[config.mk]
export PLATFORM = sky130hd
export DESIGN_NAME = p1m_top
export DESIGN_NICKNAME = d
export VERILOG_FILES = /design/src/common/p1m_pkg.sv /design/src/hw/p1m_sync.sv /design/src/hw/p1m_top.sv
export VERILOG_INCLUDE_DIRS = /design/src /design/src/common
export SDC_FILE = /design/constraint.sdc
export NUM_CORES = 1
export LEC_CHECK = 0
export ABC_AREA = 1
export BUFFER_PORTS_ARGS = -buffer_cell sky130_fd_sc_hd__buf_2
export CAP_MARGIN = 20
export CORE_ASPECT_RATIO = 0.75
export CORE_MARGIN = 2
export CORE_UTILIZATION = 55
export DETAILED_ROUTE_END_ITERATION = 8
export HOLD_SLACK_MARGIN = 0.03
export PLACE_DENSITY = 0.85
export SETUP_SLACK_MARGIN = 0.5
export SLEW_MARGIN = 20
export SYNTH_ARGS = -nofsm -noshare
export SYNTH_HDL_FRONTEND = slang
export SYNTH_SLANG_ARGS = --single-unit
[constraint.sdc]
create_clock -name core_clk -period 3.01 [get_ports core_clk]
set_input_delay 0.301 -clock core_clk [delete_from_list [all_inputs] [get_ports core_clk]]
set_output_delay 0.301 -clock core_clk [all_outputs]
set_load 0.01 [all_outputs]
[src/common/p1m_consts.svh]
// register offsets, reset values and field values for the port 1 pin mux
`ifndef P1M_CONSTS_SVH
`define P1M_CONSTS_SVH
`define P1M_OFF_DATA 12'h000
`define P1M_OFF_DIR 12'h004
`define P1M_OFF_PULLUP 12'h008
`define P1M_OFF_FSEL 12'h00c
`define P1M_OFF_TFSEL 12'h010
`define P1M_OFF_TCSEL 12'h014
`define P1M_OFF_EDGE 12'h018
`define P1M_OFF_PIN 12'h01c
`define P1M_RST_BYTE 8'h00
`define P1M_RST_SEL 3'h0
`define P1M_DIR_READ 8'hff
`define P1M_TC_EVENT_SEL 3'h7
`define P1M_RESP_OKAY 2'h0
`define P1M_RESP_SLVERR 2'h2
`endif

[src/common/p1m_pkg.sv]
// types for the port 1 pin mux
package p1m_pkg;
  typedef logic [7:0] p1m_byte_t;
  typedef logic [2:0] p1m_sel_t;
  typedef logic [1:0] p1m_resp_t;
endpackage

[src/hw/p1m_sync.sv]
// three-stage synchroniser with agreement filter
`timescale 1ns/1ps
module p1m_sync #(
  parameter int WIDTH = 8
) (
  // clock and reset
  input wire logic core_clk,
  input wire logic rst,
  // data
  input wire logic [WIDTH-1:0] async_in,
  output logic [WIDTH-1:0] sync_out
);
  logic [WIDTH-1:0] s1_ff, s2_ff, s3_ff, out_ff;
  logic [WIDTH-1:0] nxt_out;

  // output changes only where second and third stage agree
  always_comb begin
    nxt_out = (~(s2_ff ^ s3_ff) & s2_ff) | ((s2_ff ^ s3_ff) & out_ff);
  end

  always_ff @(posedge core_clk) begin
    if (rst) begin
      s1_ff <= '0;
      s2_ff <= '0;
      s3_ff <= '0;
      out_ff <= '0;
    end else begin
      s1_ff <= async_in;
      s2_ff <= s1_ff;
      s3_ff <= s2_ff;
      out_ff <= nxt_out;
    end
  end

  assign sync_out = out_ff;
endmodule

[src/hw/p1m_top.sv]
// port 1 pin function multiplexer with axi4-lite register slave
//
// The register offsets and the AXI4-Lite register port were decided locally.
`timescale 1ns/1ps
`include "p1m_consts.svh"

module p1m_top (
  // clock and reset
  input wire logic core_clk,
  input wire logic rst,
  // axi4-lite write address
  input wire logic [11:0] s_axi_awaddr,
  input wire logic s_axi_awvalid,
  output logic s_axi_awready,
  // axi4-lite write data
  input wire logic [31:0] s_axi_wdata,
  input wire logic [3:0] s_axi_wstrb,
  input wire logic s_axi_wvalid,
  output logic s_axi_wready,
  // axi4-lite write response
  output logic [1:0] s_axi_bresp,
  output logic s_axi_bvalid,
  input wire logic s_axi_bready,
  // axi4-lite read address
  input wire logic [11:0] s_axi_araddr,
  input wire logic s_axi_arvalid,
  output logic s_axi_arready,
  // axi4-lite read data
  output logic [31:0] s_axi_rdata,
  output logic [1:0] s_axi_rresp,
  output logic s_axi_rvalid,
  input wire logic s_axi_rready,
  // port pins
  input wire logic [7:0] pin_in,
  output logic [7:0] pin_out,
  output logic [7:0] pin_oe_n,
  output logic [7:0] pin_pullup,
  // peripheral outputs routed to pins
  input wire logic pwm_out,
  input wire logic timer_f_high_output,
  input wire logic timer_f_low_output,
  input wire logic divided_clock_output,
  // peripheral inputs taken from pins (edge pulses; timer G capture input is the pin level)
  output logic ext_int_three_select,
  output logic ext_int_two_select,
  output logic ext_int_one_select,
  output logic timer_f_event_input,
  output logic timer_c_event_input,
  output logic timer_b_event_input,
  output logic timer_g_capture_input,
  // timer B event enable from its own mode field
  input wire logic timer_b_event_enable
);
  import p1m_pkg::*;

  // ----------------------------------------------------------------
  // registers
  // ----------------------------------------------------------------
  p1m_byte_t port1_data_ff, nxt_port1_data;
  p1m_byte_t port1_direction_ff, nxt_port1_direction;
  p1m_byte_t port1_pullup_ctrl_ff, nxt_port1_pullup_ctrl;
  p1m_byte_t port1_function_select_ff, nxt_port1_function_select;
  p1m_sel_t timer_f_clock_select_ff, nxt_timer_f_clock_select;
  p1m_sel_t timer_c_clock_select_ff, nxt_timer_c_clock_select;
  p1m_byte_t edge_rise_ff, nxt_edge_rise;

  // bus state
  logic aw_hold_ff, nxt_aw_hold;
  logic w_hold_ff, nxt_w_hold;
  logic [11:0] awaddr_ff, nxt_awaddr;
  logic [31:0] wdata_ff, nxt_wdata;
  logic wstrb0_ff, nxt_wstrb0;
  logic bvalid_ff, nxt_bvalid;
  p1m_resp_t bresp_ff, nxt_bresp;
  logic rvalid_ff, nxt_rvalid;
  p1m_resp_t rresp_ff, nxt_rresp;
  logic [31:0] rdata_ff, nxt_rdata;

  // pin sampling and edge state
  p1m_byte_t pin_sync;
  p1m_byte_t pin_prev_ff, nxt_pin_prev;
  p1m_byte_t pin_read;
  p1m_byte_t edge_hit;
  logic do_write;

  // ----------------------------------------------------------------
  // pin input synchroniser
  // ----------------------------------------------------------------
  p1m_sync #(.WIDTH(8)) p1m_sync_i (
    .core_clk(core_clk),
    .rst(rst),
    .async_in(pin_in),
    .sync_out(pin_sync)
  );

  // ----------------------------------------------------------------
  // axi4-lite write path
  // ----------------------------------------------------------------
  assign s_axi_awready = ~aw_hold_ff & ~bvalid_ff;
  assign s_axi_wready = ~w_hold_ff & ~bvalid_ff;
  assign do_write = aw_hold_ff & w_hold_ff & ~bvalid_ff;

  always_comb begin
    nxt_aw_hold = aw_hold_ff;
    nxt_w_hold = w_hold_ff;
    nxt_awaddr = awaddr_ff;
    nxt_wdata = wdata_ff;
    nxt_wstrb0 = wstrb0_ff;
    nxt_bvalid = bvalid_ff;
    nxt_bresp = bresp_ff;
    nxt_port1_data = port1_data_ff;
    nxt_port1_direction = port1_direction_ff;
    nxt_port1_pullup_ctrl = port1_pullup_ctrl_ff;
    nxt_port1_function_select = port1_function_select_ff;
    nxt_timer_f_clock_select = timer_f_clock_select_ff;
    nxt_timer_c_clock_select = timer_c_clock_select_ff;
    nxt_edge_rise = edge_rise_ff;
    if (s_axi_awvalid && s_axi_awready) begin
      nxt_aw_hold = 1'b1;
      nxt_awaddr = s_axi_awaddr;
    end
    if (s_axi_wvalid && s_axi_wready) begin
      nxt_w_hold = 1'b1;
      nxt_wdata = s_axi_wdata;
      nxt_wstrb0 = s_axi_wstrb[0];
    end
    if (s_axi_bvalid && s_axi_bready) begin
      nxt_bvalid = 1'b0;
    end
    if (do_write) begin
      nxt_aw_hold = 1'b0;
      nxt_w_hold = 1'b0;
      nxt_bvalid = 1'b1;
      nxt_bresp = `P1M_RESP_OKAY;
      unique case ({awaddr_ff[11:2], 2'b00})
        `P1M_OFF_DATA: if (wstrb0_ff) nxt_port1_data = wdata_ff[7:0];
        `P1M_OFF_DIR: if (wstrb0_ff) nxt_port1_direction = wdata_ff[7:0];
        `P1M_OFF_PULLUP: if (wstrb0_ff) nxt_port1_pullup_ctrl = wdata_ff[7:0];
        `P1M_OFF_FSEL: if (wstrb0_ff) nxt_port1_function_select = wdata_ff[7:0];
        `P1M_OFF_TFSEL: if (wstrb0_ff) nxt_timer_f_clock_select = wdata_ff[2:0];
        `P1M_OFF_TCSEL: if (wstrb0_ff) nxt_timer_c_clock_select = wdata_ff[2:0];
        `P1M_OFF_EDGE: if (wstrb0_ff) nxt_edge_rise = wdata_ff[7:0];
        `P1M_OFF_PIN: nxt_bresp = `P1M_RESP_OKAY;
        default: nxt_bresp = `P1M_RESP_SLVERR;
      endcase
    end
  end

  // ----------------------------------------------------------------
  // axi4-lite read path
  // ----------------------------------------------------------------
  assign s_axi_arready = ~rvalid_ff;

  // data read: outputs show the latch, inputs the pin
  assign pin_read = (port1_direction_ff & port1_data_ff) | (~port1_direction_ff & pin_sync);

  always_comb begin
    nxt_rvalid = rvalid_ff;
    nxt_rresp = rresp_ff;
    nxt_rdata = rdata_ff;
    if (s_axi_rvalid && s_axi_rready) begin
      nxt_rvalid = 1'b0;
    end
    if (s_axi_arvalid && s_axi_arready) begin
      nxt_rvalid = 1'b1;
      nxt_rresp = `P1M_RESP_OKAY;
      nxt_rdata = '0;
      unique case ({s_axi_araddr[11:2], 2'b00})
        `P1M_OFF_DATA: nxt_rdata[7:0] = pin_read;
        `P1M_OFF_DIR: nxt_rdata[7:0] = `P1M_DIR_READ;
        `P1M_OFF_PULLUP: nxt_rdata[7:0] = port1_pullup_ctrl_ff;
        `P1M_OFF_FSEL: nxt_rdata[7:0] = port1_function_select_ff;
        `P1M_OFF_TFSEL: nxt_rdata[2:0] = timer_f_clock_select_ff;
        `P1M_OFF_TCSEL: nxt_rdata[2:0] = timer_c_clock_select_ff;
        `P1M_OFF_EDGE: nxt_rdata[7:0] = edge_rise_ff;
        `P1M_OFF_PIN: nxt_rdata[7:0] = pin_sync;
        default: nxt_rresp = `P1M_RESP_SLVERR;
      endcase
    end
  end

  assign s_axi_bvalid = bvalid_ff;
  assign s_axi_bresp = bresp_ff;
  assign s_axi_rvalid = rvalid_ff;
  assign s_axi_rresp = rresp_ff;
  assign s_axi_rdata = rdata_ff;

  // ----------------------------------------------------------------
  // edge detection on alternate inputs
  // ----------------------------------------------------------------
  always_comb begin
    nxt_pin_prev = pin_sync;
  end

  // edge polarity per pin: 1 rising, 0 falling
  assign edge_hit = (edge_rise_ff & pin_sync & ~pin_prev_ff) | (~edge_rise_ff & ~pin_sync & pin_prev_ff);

  assign ext_int_three_select = port1_function_select_ff[7] & edge_hit[7];
  // timer F event only when clock select top bit is clear
  assign timer_f_event_input = port1_function_select_ff[7] & ~timer_f_clock_select_ff[2] & edge_hit[7];
  assign ext_int_two_select = port1_function_select_ff[6] & edge_hit[6];
  assign timer_c_event_input = port1_function_select_ff[6] &
    (timer_c_clock_select_ff == `P1M_TC_EVENT_SEL) & edge_hit[6];
  assign ext_int_one_select = port1_function_select_ff[5] & edge_hit[5];
  assign timer_b_event_input = port1_function_select_ff[5] & timer_b_event_enable & edge_hit[5];
  assign timer_g_capture_input = port1_function_select_ff[3] & pin_sync[3];

  // ----------------------------------------------------------------
  // pin drive
  // ----------------------------------------------------------------
  always_comb begin
    // gpio default: direction and data rule the pin
    pin_out = port1_data_ff;
    pin_oe_n = ~port1_direction_ff;
    // pull-up only on inputs
    pin_pullup = port1_pullup_ctrl_ff & ~port1_direction_ff;
    // alternate inputs: pin released
    if (port1_function_select_ff[7]) begin
      pin_oe_n[7] = 1'b1;
      pin_out[7] = 1'b0;
    end
    if (port1_function_select_ff[6]) begin
      pin_oe_n[6] = 1'b1;
      pin_out[6] = 1'b0;
    end
    if (port1_function_select_ff[5]) begin
      pin_oe_n[5] = 1'b1;
      pin_out[5] = 1'b0;
    end
    if (port1_function_select_ff[3]) begin
      pin_oe_n[3] = 1'b1;
      pin_out[3] = 1'b0;
    end
    // alternate outputs override gpio
    if (port1_function_select_ff[4]) begin
      pin_oe_n[4] = 1'b0;
      pin_out[4] = pwm_out;
    end
    if (port1_function_select_ff[2]) begin
      pin_oe_n[2] = 1'b0;
      pin_out[2] = timer_f_high_output;
    end
    if (port1_function_select_ff[1]) begin
      pin_oe_n[1] = 1'b0;
      pin_out[1] = timer_f_low_output;
    end
    if (port1_function_select_ff[0]) begin
      pin_oe_n[0] = 1'b0;
      pin_out[0] = divided_clock_output;
    end
    // pull-up inactive on any pin owned by an alternate function
    pin_pullup = pin_pullup & ~port1_function_select_ff;
  end

  // ----------------------------------------------------------------
  // state registers
  // ----------------------------------------------------------------
  always_ff @(posedge core_clk) begin
    if (rst) begin
      port1_data_ff <= `P1M_RST_BYTE;
      port1_direction_ff <= `P1M_RST_BYTE;
      port1_pullup_ctrl_ff <= `P1M_RST_BYTE;
      port1_function_select_ff <= `P1M_RST_BYTE;
      timer_f_clock_select_ff <= `P1M_RST_SEL;
      timer_c_clock_select_ff <= `P1M_RST_SEL;
      edge_rise_ff <= `P1M_RST_BYTE;
      aw_hold_ff <= 1'b0;
      w_hold_ff <= 1'b0;
      awaddr_ff <= 12'h000;
      wdata_ff <= 32'h0000_0000;
      wstrb0_ff <= 1'b0;
      bvalid_ff <= 1'b0;
      bresp_ff <= 2'h0;
      rvalid_ff <= 1'b0;
      rresp_ff <= 2'h0;
      rdata_ff <= 32'h0000_0000;
      pin_prev_ff <= `P1M_RST_BYTE;
    end else begin
      port1_data_ff <= nxt_port1_data;
      port1_direction_ff <= nxt_port1_direction;
      port1_pullup_ctrl_ff <= nxt_port1_pullup_ctrl;
      port1_function_select_ff <= nxt_port1_function_select;
      timer_f_clock_select_ff <= nxt_timer_f_clock_select;
      timer_c_clock_select_ff <= nxt_timer_c_clock_select;
      edge_rise_ff <= nxt_edge_rise;
      aw_hold_ff <= nxt_aw_hold;
      w_hold_ff <= nxt_w_hold;
      awaddr_ff <= nxt_awaddr;
      wdata_ff <= nxt_wdata;
      wstrb0_ff <= nxt_wstrb0;
      bvalid_ff <= nxt_bvalid;
      bresp_ff <= nxt_bresp;
      rvalid_ff <= nxt_rvalid;
      rresp_ff <= nxt_rresp;
      rdata_ff <= nxt_rdata;
      pin_prev_ff <= nxt_pin_prev;
    end
  end
endmodule

==> run summary, run 1 <==
status -> complete, no violations
hold_ws -> 93.5 ps
routed vias -> 4,725
Syn Inst Count -> 660
final hold violation count -> 0
Port-buffer cells -> 94
DP Worst Slack -> 1190 ps
dpl hpwl -> 8450 microns
Total Power -> 4.13 mW
gr ovfl total -> 0
Final ANT Viol Nets -> 0
Finished Cell Area -> 6030 sq um
Slew headroom -> 0.510
Total GRT Usage -> 0.268
layout cells sized above 1 -> 0.185
max-cap viol count -> 0
CTS Sinks -> 114
fin util -> 0.701
die span in x -> 114 microns
min-delay src -> pin_in[5]
PD cells -> 684 nW/um^2
reg2reg path depth -> 7
most frequent cell after synthesis -> nor2_1
post-layout net count -> 834
Yosys reg bits -> 114
CP required -> 2710 ps
Worst-path clk slew -> 50 ps
initial antenna violation count -> 0
Core Area -> 8600 sq um
initial DRC count -> 345
Worst Path Arrival -> 1530 ps
P_leak -> 2.63 nW
drc violations -> 0
WL/cell -> 14.3 microns
Via density -> 5.41
Total Wirelength -> 12,500 microns
Setup Buffers After CTS -> 0
total die area -> 9780 sq um
Area Growth Syn to Fin -> 21.8%
dominant cells by area after synthesis -> dfxtp_1 (46%), nor2_1 (10%), inv_1 (6.1%)
gpl congestion -> 0.876
Sum Neg Setup Slack -> 0 ps
fin crit period -> 1830 ps
Inst Count DP -> 843
Max Slew Vio Count -> 0
drt first pass iters -> 7
Starting Density -> 0.575
Crit-path slowest cell -> dfxtp_1
root buffer cell -> clkbuf_16
row cnt -> 29
largest net degree at the start of global routing -> 68
sequential area share after synthesis -> 0.461
Least-Margin Pin Slew -> 735 ps
TritonCTS Buffers -> 17
critical path's top delay family -> simple AND/OR/NAND/NOR gates
critical path type -> flip-flop to output port
reg-to-reg startpoint -> awaddr_ff[11]
Filler Cell Count -> 663
Hold Path Class -> primary input to flip-flop
Synth area leader -> dfxtp_1
Peak Freq -> 0.545 GHz
# setup viols final -> 0
Peak VDD IR -> 0.000451 V
Die Height -> 86.1 microns
top cells by count, synth -> nor2_1 (136), dfxtp_1 (114), inv_1 (81)
crit path capture type -> output port
first-pass GRT wire length -> 20,800 microns
mapped cell area -> 4950 sq um
WHS Path Cells -> 3
Levels on crit path -> 3
fraction of registers with async set/reset -> 0
boundary pin count -> 152
CP Cell Sequence -> nand3_1, nor4_1, buf_2
Placed Area -> 5360 sq um
RSZ-0062 raised after global routing -> false
vias in the first global route -> 4,622
Final Cycle Share -> 0.609
final setup margin -> 1180 ps
Synth Area per Inst -> 7.50 sq um
R2R Setup Slk -> 1240 ps
CP Buf/Inv Count -> 1
Post-synth EDFFs -> 0
hold_buf cts -> 0
top cell type's share of synthesized area -> 0.461
CTS tree -> yes
Primary FF master, synth -> dfxtp_1
number of H-tree levels -> 4
CP max FO -> 3
CTS Buffer Depth -> 2
ant diodes -> 0
Netlist cell types -> 28
Clock Latency Late Sink -> 410 ps
non-filler instance count after layout -> 874
CP startpoint kind -> flip-flop
Fin Clk Skew -> 7.67 ps
Largest stage delay, worst path -> 400 ps
Reg-to-Reg End -> port1_direction_ff[2]
Hold Path Sink -> p1m_sync_i.s1_ff[5]
Synth warnings -> 0
post-CTS sizing -> 0
## report_power, final
group          switching, mW  internal [mW]
clock network          0.674           1.61
registers             0.0256           1.56
logic                  0.178         0.0783
## worst max-delay path by stage
stage / start / endpoint / slack, ps
after CTS: timer_c_clock_select_ff[2] / timer_c_event_input / 1230
final: timer_c_clock_select_ff[2] / timer_c_event_input / 1180
after detailed placement: s_axi_araddr[11] / s_axi_rdata[7] / 1190
after global placement: s_axi_araddr[11] / s_axi_rdata[3] / 1250
after floorplan: s_axi_bvalid / port1_data_ff[5] / 1640
after global routing: awaddr_ff[11] / port1_direction_ff[2] / 1010
## routing by layer
| metal | global-route usage | share of wire | wire [microns] | vias to the layer above |
|---|---|---|---|---|
| met5 | 0 | 0 | 0 | - |
| met4 | 0.118 | 0.020 | 252 | 0 |
| met3 | 0.0693 | 0.071 | 892 | 25 |
| met2 | 0.452 | 0.48 | 6060 | 183 |
| met1 | 0.326 | 0.43 | 5330 | 2216 |
| li1 | - | - | - | 2301 |
## sequential cells by signal, indices dropped and copies added (netlist names), 3 cells and up, named ones only
| signal | count |
|---|---|
| p1m_sync_i.s1_ff | 8 |
| port1_direction_ff | 8 |
| port1_pullup_ctrl_ff | 8 |
| p1m_sync_i.s2_ff | 8 |
| p1m_sync_i.s3_ff | 8 |
| port1_data_ff | 8 |
| pin_prev_ff | 3 |
| timer_f_clock_select_ff | 3 |
| edge_rise_ff | 8 |
| wdata_ff | 8 |
| awaddr_ff | 10 |
| s_axi_rdata | 8 |
| port1_function_select_ff | 8 |
| timer_c_clock_select_ff | 3 |
## final cells by class
cell class              instances  area [sq um]  share of cell area
repair buffers                 97           493              0.0818
multi-input cells             442          2140               0.354
well taps                     108           135              0.0224
flip-flops and latches        114          2280               0.379
inverters                      82           308              0.0510
clock inverters                10           204              0.0338
clock buffers                  21           470              0.0780
## placed cells by master (no fill, tap or decap), types with 24 or more instances in the layout
cell / instances
inv_1: 81
buf_2: 94
a21oi_1: 50
nand3_1: 24
o21ai_0: 53
dfxtp_1: 114
conb_1: 26
a211oi_1: 32
nor2_1: 136
nand2_1: 72
## worst min-delay path, cell delays in order
cell	delay, ps
buf_2	70
inv_1	30
nor2_1	60
## kinds of logic after synthesis
group	synth area share
buf+inv	0.126
simple gates	0.230
mux	0.00683
flops	0.461
other cells	0.000758
compound gates	0.176
No activity file was read; power rests on OpenSTA's default activity.
==> run 2, diff against run 1 <==
--- a/config.mk
+++ b/config.mk
@@ -11,10 +11,10 @@
 export CAP_MARGIN = 20
 export CORE_ASPECT_RATIO = 0.75
 export CORE_MARGIN = 2
-export CORE_UTILIZATION = 55
+export CORE_UTILIZATION = 46
 export DETAILED_ROUTE_END_ITERATION = 8
 export HOLD_SLACK_MARGIN = 0.03
-export PLACE_DENSITY = 0.85
+export PLACE_DENSITY = 0.76
 export SETUP_SLACK_MARGIN = 0.5
 export SLEW_MARGIN = 20
 export SYNTH_ARGS = -nofsm -noshare
==> constraint.sdc (replaced) <==
create_clock -name core_clk -period 1.6 [get_ports core_clk]
set_input_delay 0.16 -clock core_clk [delete_from_list [all_inputs] [get_ports core_clk]]
set_output_delay 0.16 -clock core_clk [all_outputs]
set_load 0.01 [all_outputs]
==> run summary, run 2 (same netlist as run 1, synthesis figures left out) <==
max reg flops -> 10 (unchanged)
Max Slew Vio Count -> 0 (unchanged)
layout cells sized above 1 -> 0.510 (was 0.185)
Sw Share -> 0.258 (was 0.213)
WHS Path Cells -> 3 (unchanged)
reg2reg path depth -> 8 (was 7)
Via density -> 5.63 (was 5.41)
Fin Clk Skew -> 7.49 ps (was 7.67 ps)
Internal Power -> 5.72 mW (was 3.25 mW)
fin util -> 0.786 (was 0.701)
largest net degree at the start of global routing -> 37 (was 68)
CTS tree -> yes (unchanged)
# setup viols final -> 33 (was 0)
vias in the first global route -> 4,925 (was 4,622)
post-layout net count -> 940 (was 834)
Clock Latency Late Sink -> 420 ps (was 410 ps)
Placed Area -> 5520 sq um (was 5360 sq um)
routed vias -> 5,676 (was 4,725)
Final ANT Viol Nets -> 0 (unchanged)
Total GRT Usage -> 0.272 (was 0.268)
first-pass GRT wire length -> 24,000 microns (was 20,800 microns)
root buffer cell -> clkbuf_16 (unchanged)
Hold Path Class -> primary input to flip-flop (unchanged)
drt first pass iters -> 6 (was 7)
CTS Sinks -> 114 (unchanged)
Port-buffer cells -> 94 (unchanged)
RSZ-0062 raised after global routing -> true (was false)
critical path type -> flip-flop to flip-flop (was flip-flop to output port)
CP required -> 1890 ps (was 2710 ps)
status -> finished with violations (was complete, no violations)
CP max FO -> 16 (was 3)
Biggest register -> awaddr_ff (unchanged)
Core Area -> 10,400 sq um (was 8600 sq um)
dpl hpwl -> 8900 microns (was 8450 microns)
number of H-tree levels -> 4 (unchanged)
Worst Path Arrival -> 2050 ps (was 1530 ps)
Sum Neg Setup Slack -> -1600 ps (was 0 ps)
boundary pin count -> 152 (unchanged)
PD cells -> 946 nW/um^2 (was 684 nW/um^2)
WL/cell -> 20.0 microns (was 14.3 microns)
Worst-path clk slew -> 50 ps (about the same)
gpl congestion -> 0.812 (was 0.876)
Area Growth Syn to Fin -> 64.7% (was 21.8%)
initial antenna violation count -> 0 (unchanged)
commonest cells after routing, fill and taps aside -> nor2_1 (107), buf_2 (81), inv_1 (58), dfxtp_1 (58), nand2_1 (48) (was nor2_1 (136), dfxtp_1 (114), buf_2 (94))
Comb pwr share -> 0.124 (was 0.062)
commonest non-fill, non-tap cell in the layout -> nor2_1 (unchanged)
ant diodes -> 0 (unchanged)
Starting Density -> 0.477 (was 0.575)
Filler Cell Count -> 617 (was 663)
CTS Buffer Depth -> 2 (unchanged)
hold_ws -> 22.8 ps (was 93.5 ps)
gr ovfl total -> 0 (unchanged)
row cnt -> 32 (was 29)
failing checks -> negative setup slack
Die Height -> 93.8 microns (was 86.1 microns)
Total Power -> 7.71 mW (was 4.13 mW)
power share of the clock group -> 0.489 (was 0.553)
Final Cycle Share -> 1.10
max-cap viol count -> 0 (unchanged)
Finished Cell Area -> 8150 sq um (was 6030 sq um)
fin crit period -> 1760 ps
crit path capture type -> flip-flop (was output port)
Peak Freq -> 0.568 GHz
total die area -> 11,600 sq um (was 9780 sq um)
initial DRC count -> 525 (was 345)
Total Wirelength -> 20,200 microns (was 12,500 microns)
Peak VDD IR -> 0.000861 V (was 0.000451 V)
final setup margin -> -160 ps (was 1180 ps)
CP startpoint kind -> flip-flop (unchanged)
final hold violation count -> 0 (unchanged)
drc violations -> 0 (unchanged)
Seq pwr share -> 0.388 (was 0.385)
TritonCTS Buffers -> 17 (unchanged)
P_leak -> 3.37 nW (was 2.63 nW)
Net Sw Power -> 1.99 mW (was 0.878 mW)
die span in x -> 124 microns (was 114 microns)
## run 2: cell types whose count changed in the layout (fill, tap and decap cells not counted), moves of 24 or more
cell and change:
dfxtp_1 -56, buf_6 +42, buf_4 +40, o21ai_0 -40
dfxtp_2 +38, nor2_1 -29, a21oi_1 -24, nand2_1 -24
## run 2: per-stage QoR
step / worst slack [ps] / instances
floorplan: 286 / 685
global placement: 150 / 879
detailed placement: 21.7 / 879
CTS: 12.1 / 977
global route: -208 / 1008
finish: -160 / 1008
## run 2: path summary, 6_finish.rpt
check / start / end / slack (ps)
worst max-delay path: aw_hold_ff / edge_rise_ff[7] / -160
worst min-delay path: s_axi_wdata[7] / wdata_ff[7] / 20
worst max register to register: aw_hold_ff / edge_rise_ff[7] / -160
worst min register to register: p1m_sync_i.s1_ff[7] / p1m_sync_i.s2_ff[7] / 400
## run 2: power groups by stage
stage          clock network (mW)  registers, mW  logic, mW
2_1_floorplan                   0           3.04      0.369
3_3_place_gp                    0           3.04      0.485
3_5_place_dp                    0           3.05      0.501
4_1_cts                      3.70           2.98      0.693
5_1_grt                      3.92           2.99       1.01
6_report                     3.77           2.99      0.954
## run 2: cell type report
| class | instances | area (sq um) | area share |
|---|---|---|---|
| multi-input combinational | 443 | 2970 | 0.364 |
| timing repair inverter | 1 | 7.51 | 0.000921 |
| inverter | 82 | 342 | 0.0419 |
| timing repair buffer | 201 | 1690 | 0.207 |
| tap | 136 | 170 | 0.0209 |
| clock inverter | 5 | 75.1 | 0.00921 |
| sequential | 114 | 2400 | 0.294 |
| clock buffer | 26 | 499 | 0.0613 |
## run 2: critical path: stages (launching register included)
cell and delay [ps]:
dfxtp_2 350, inv_2 60, nor3_4 300, nand2_4 160, buf_12 160, nor2_4 90
buf_12 160, nor2_2 50, a211oi_1 290
## run 2: per-layer routing
layer  vias to the layer above  global-route usage  part of all wire
li1                       2517                   -                 -
met1                      2602               0.317              0.35
met2                       433               0.468              0.50
met3                       124              0.0655             0.097
met4                         0               0.129             0.061
met5                         -                   0                 0
## run 2: timing repair
item	4_1_cts	5_1_grt
gates resized for setup	176	194
pin swaps	50	51
cloned	3	2
setup endpoints to repair	103	108
hold buffers	16	6
buffers inserted	48	23
hold endpoints to repair	16	6
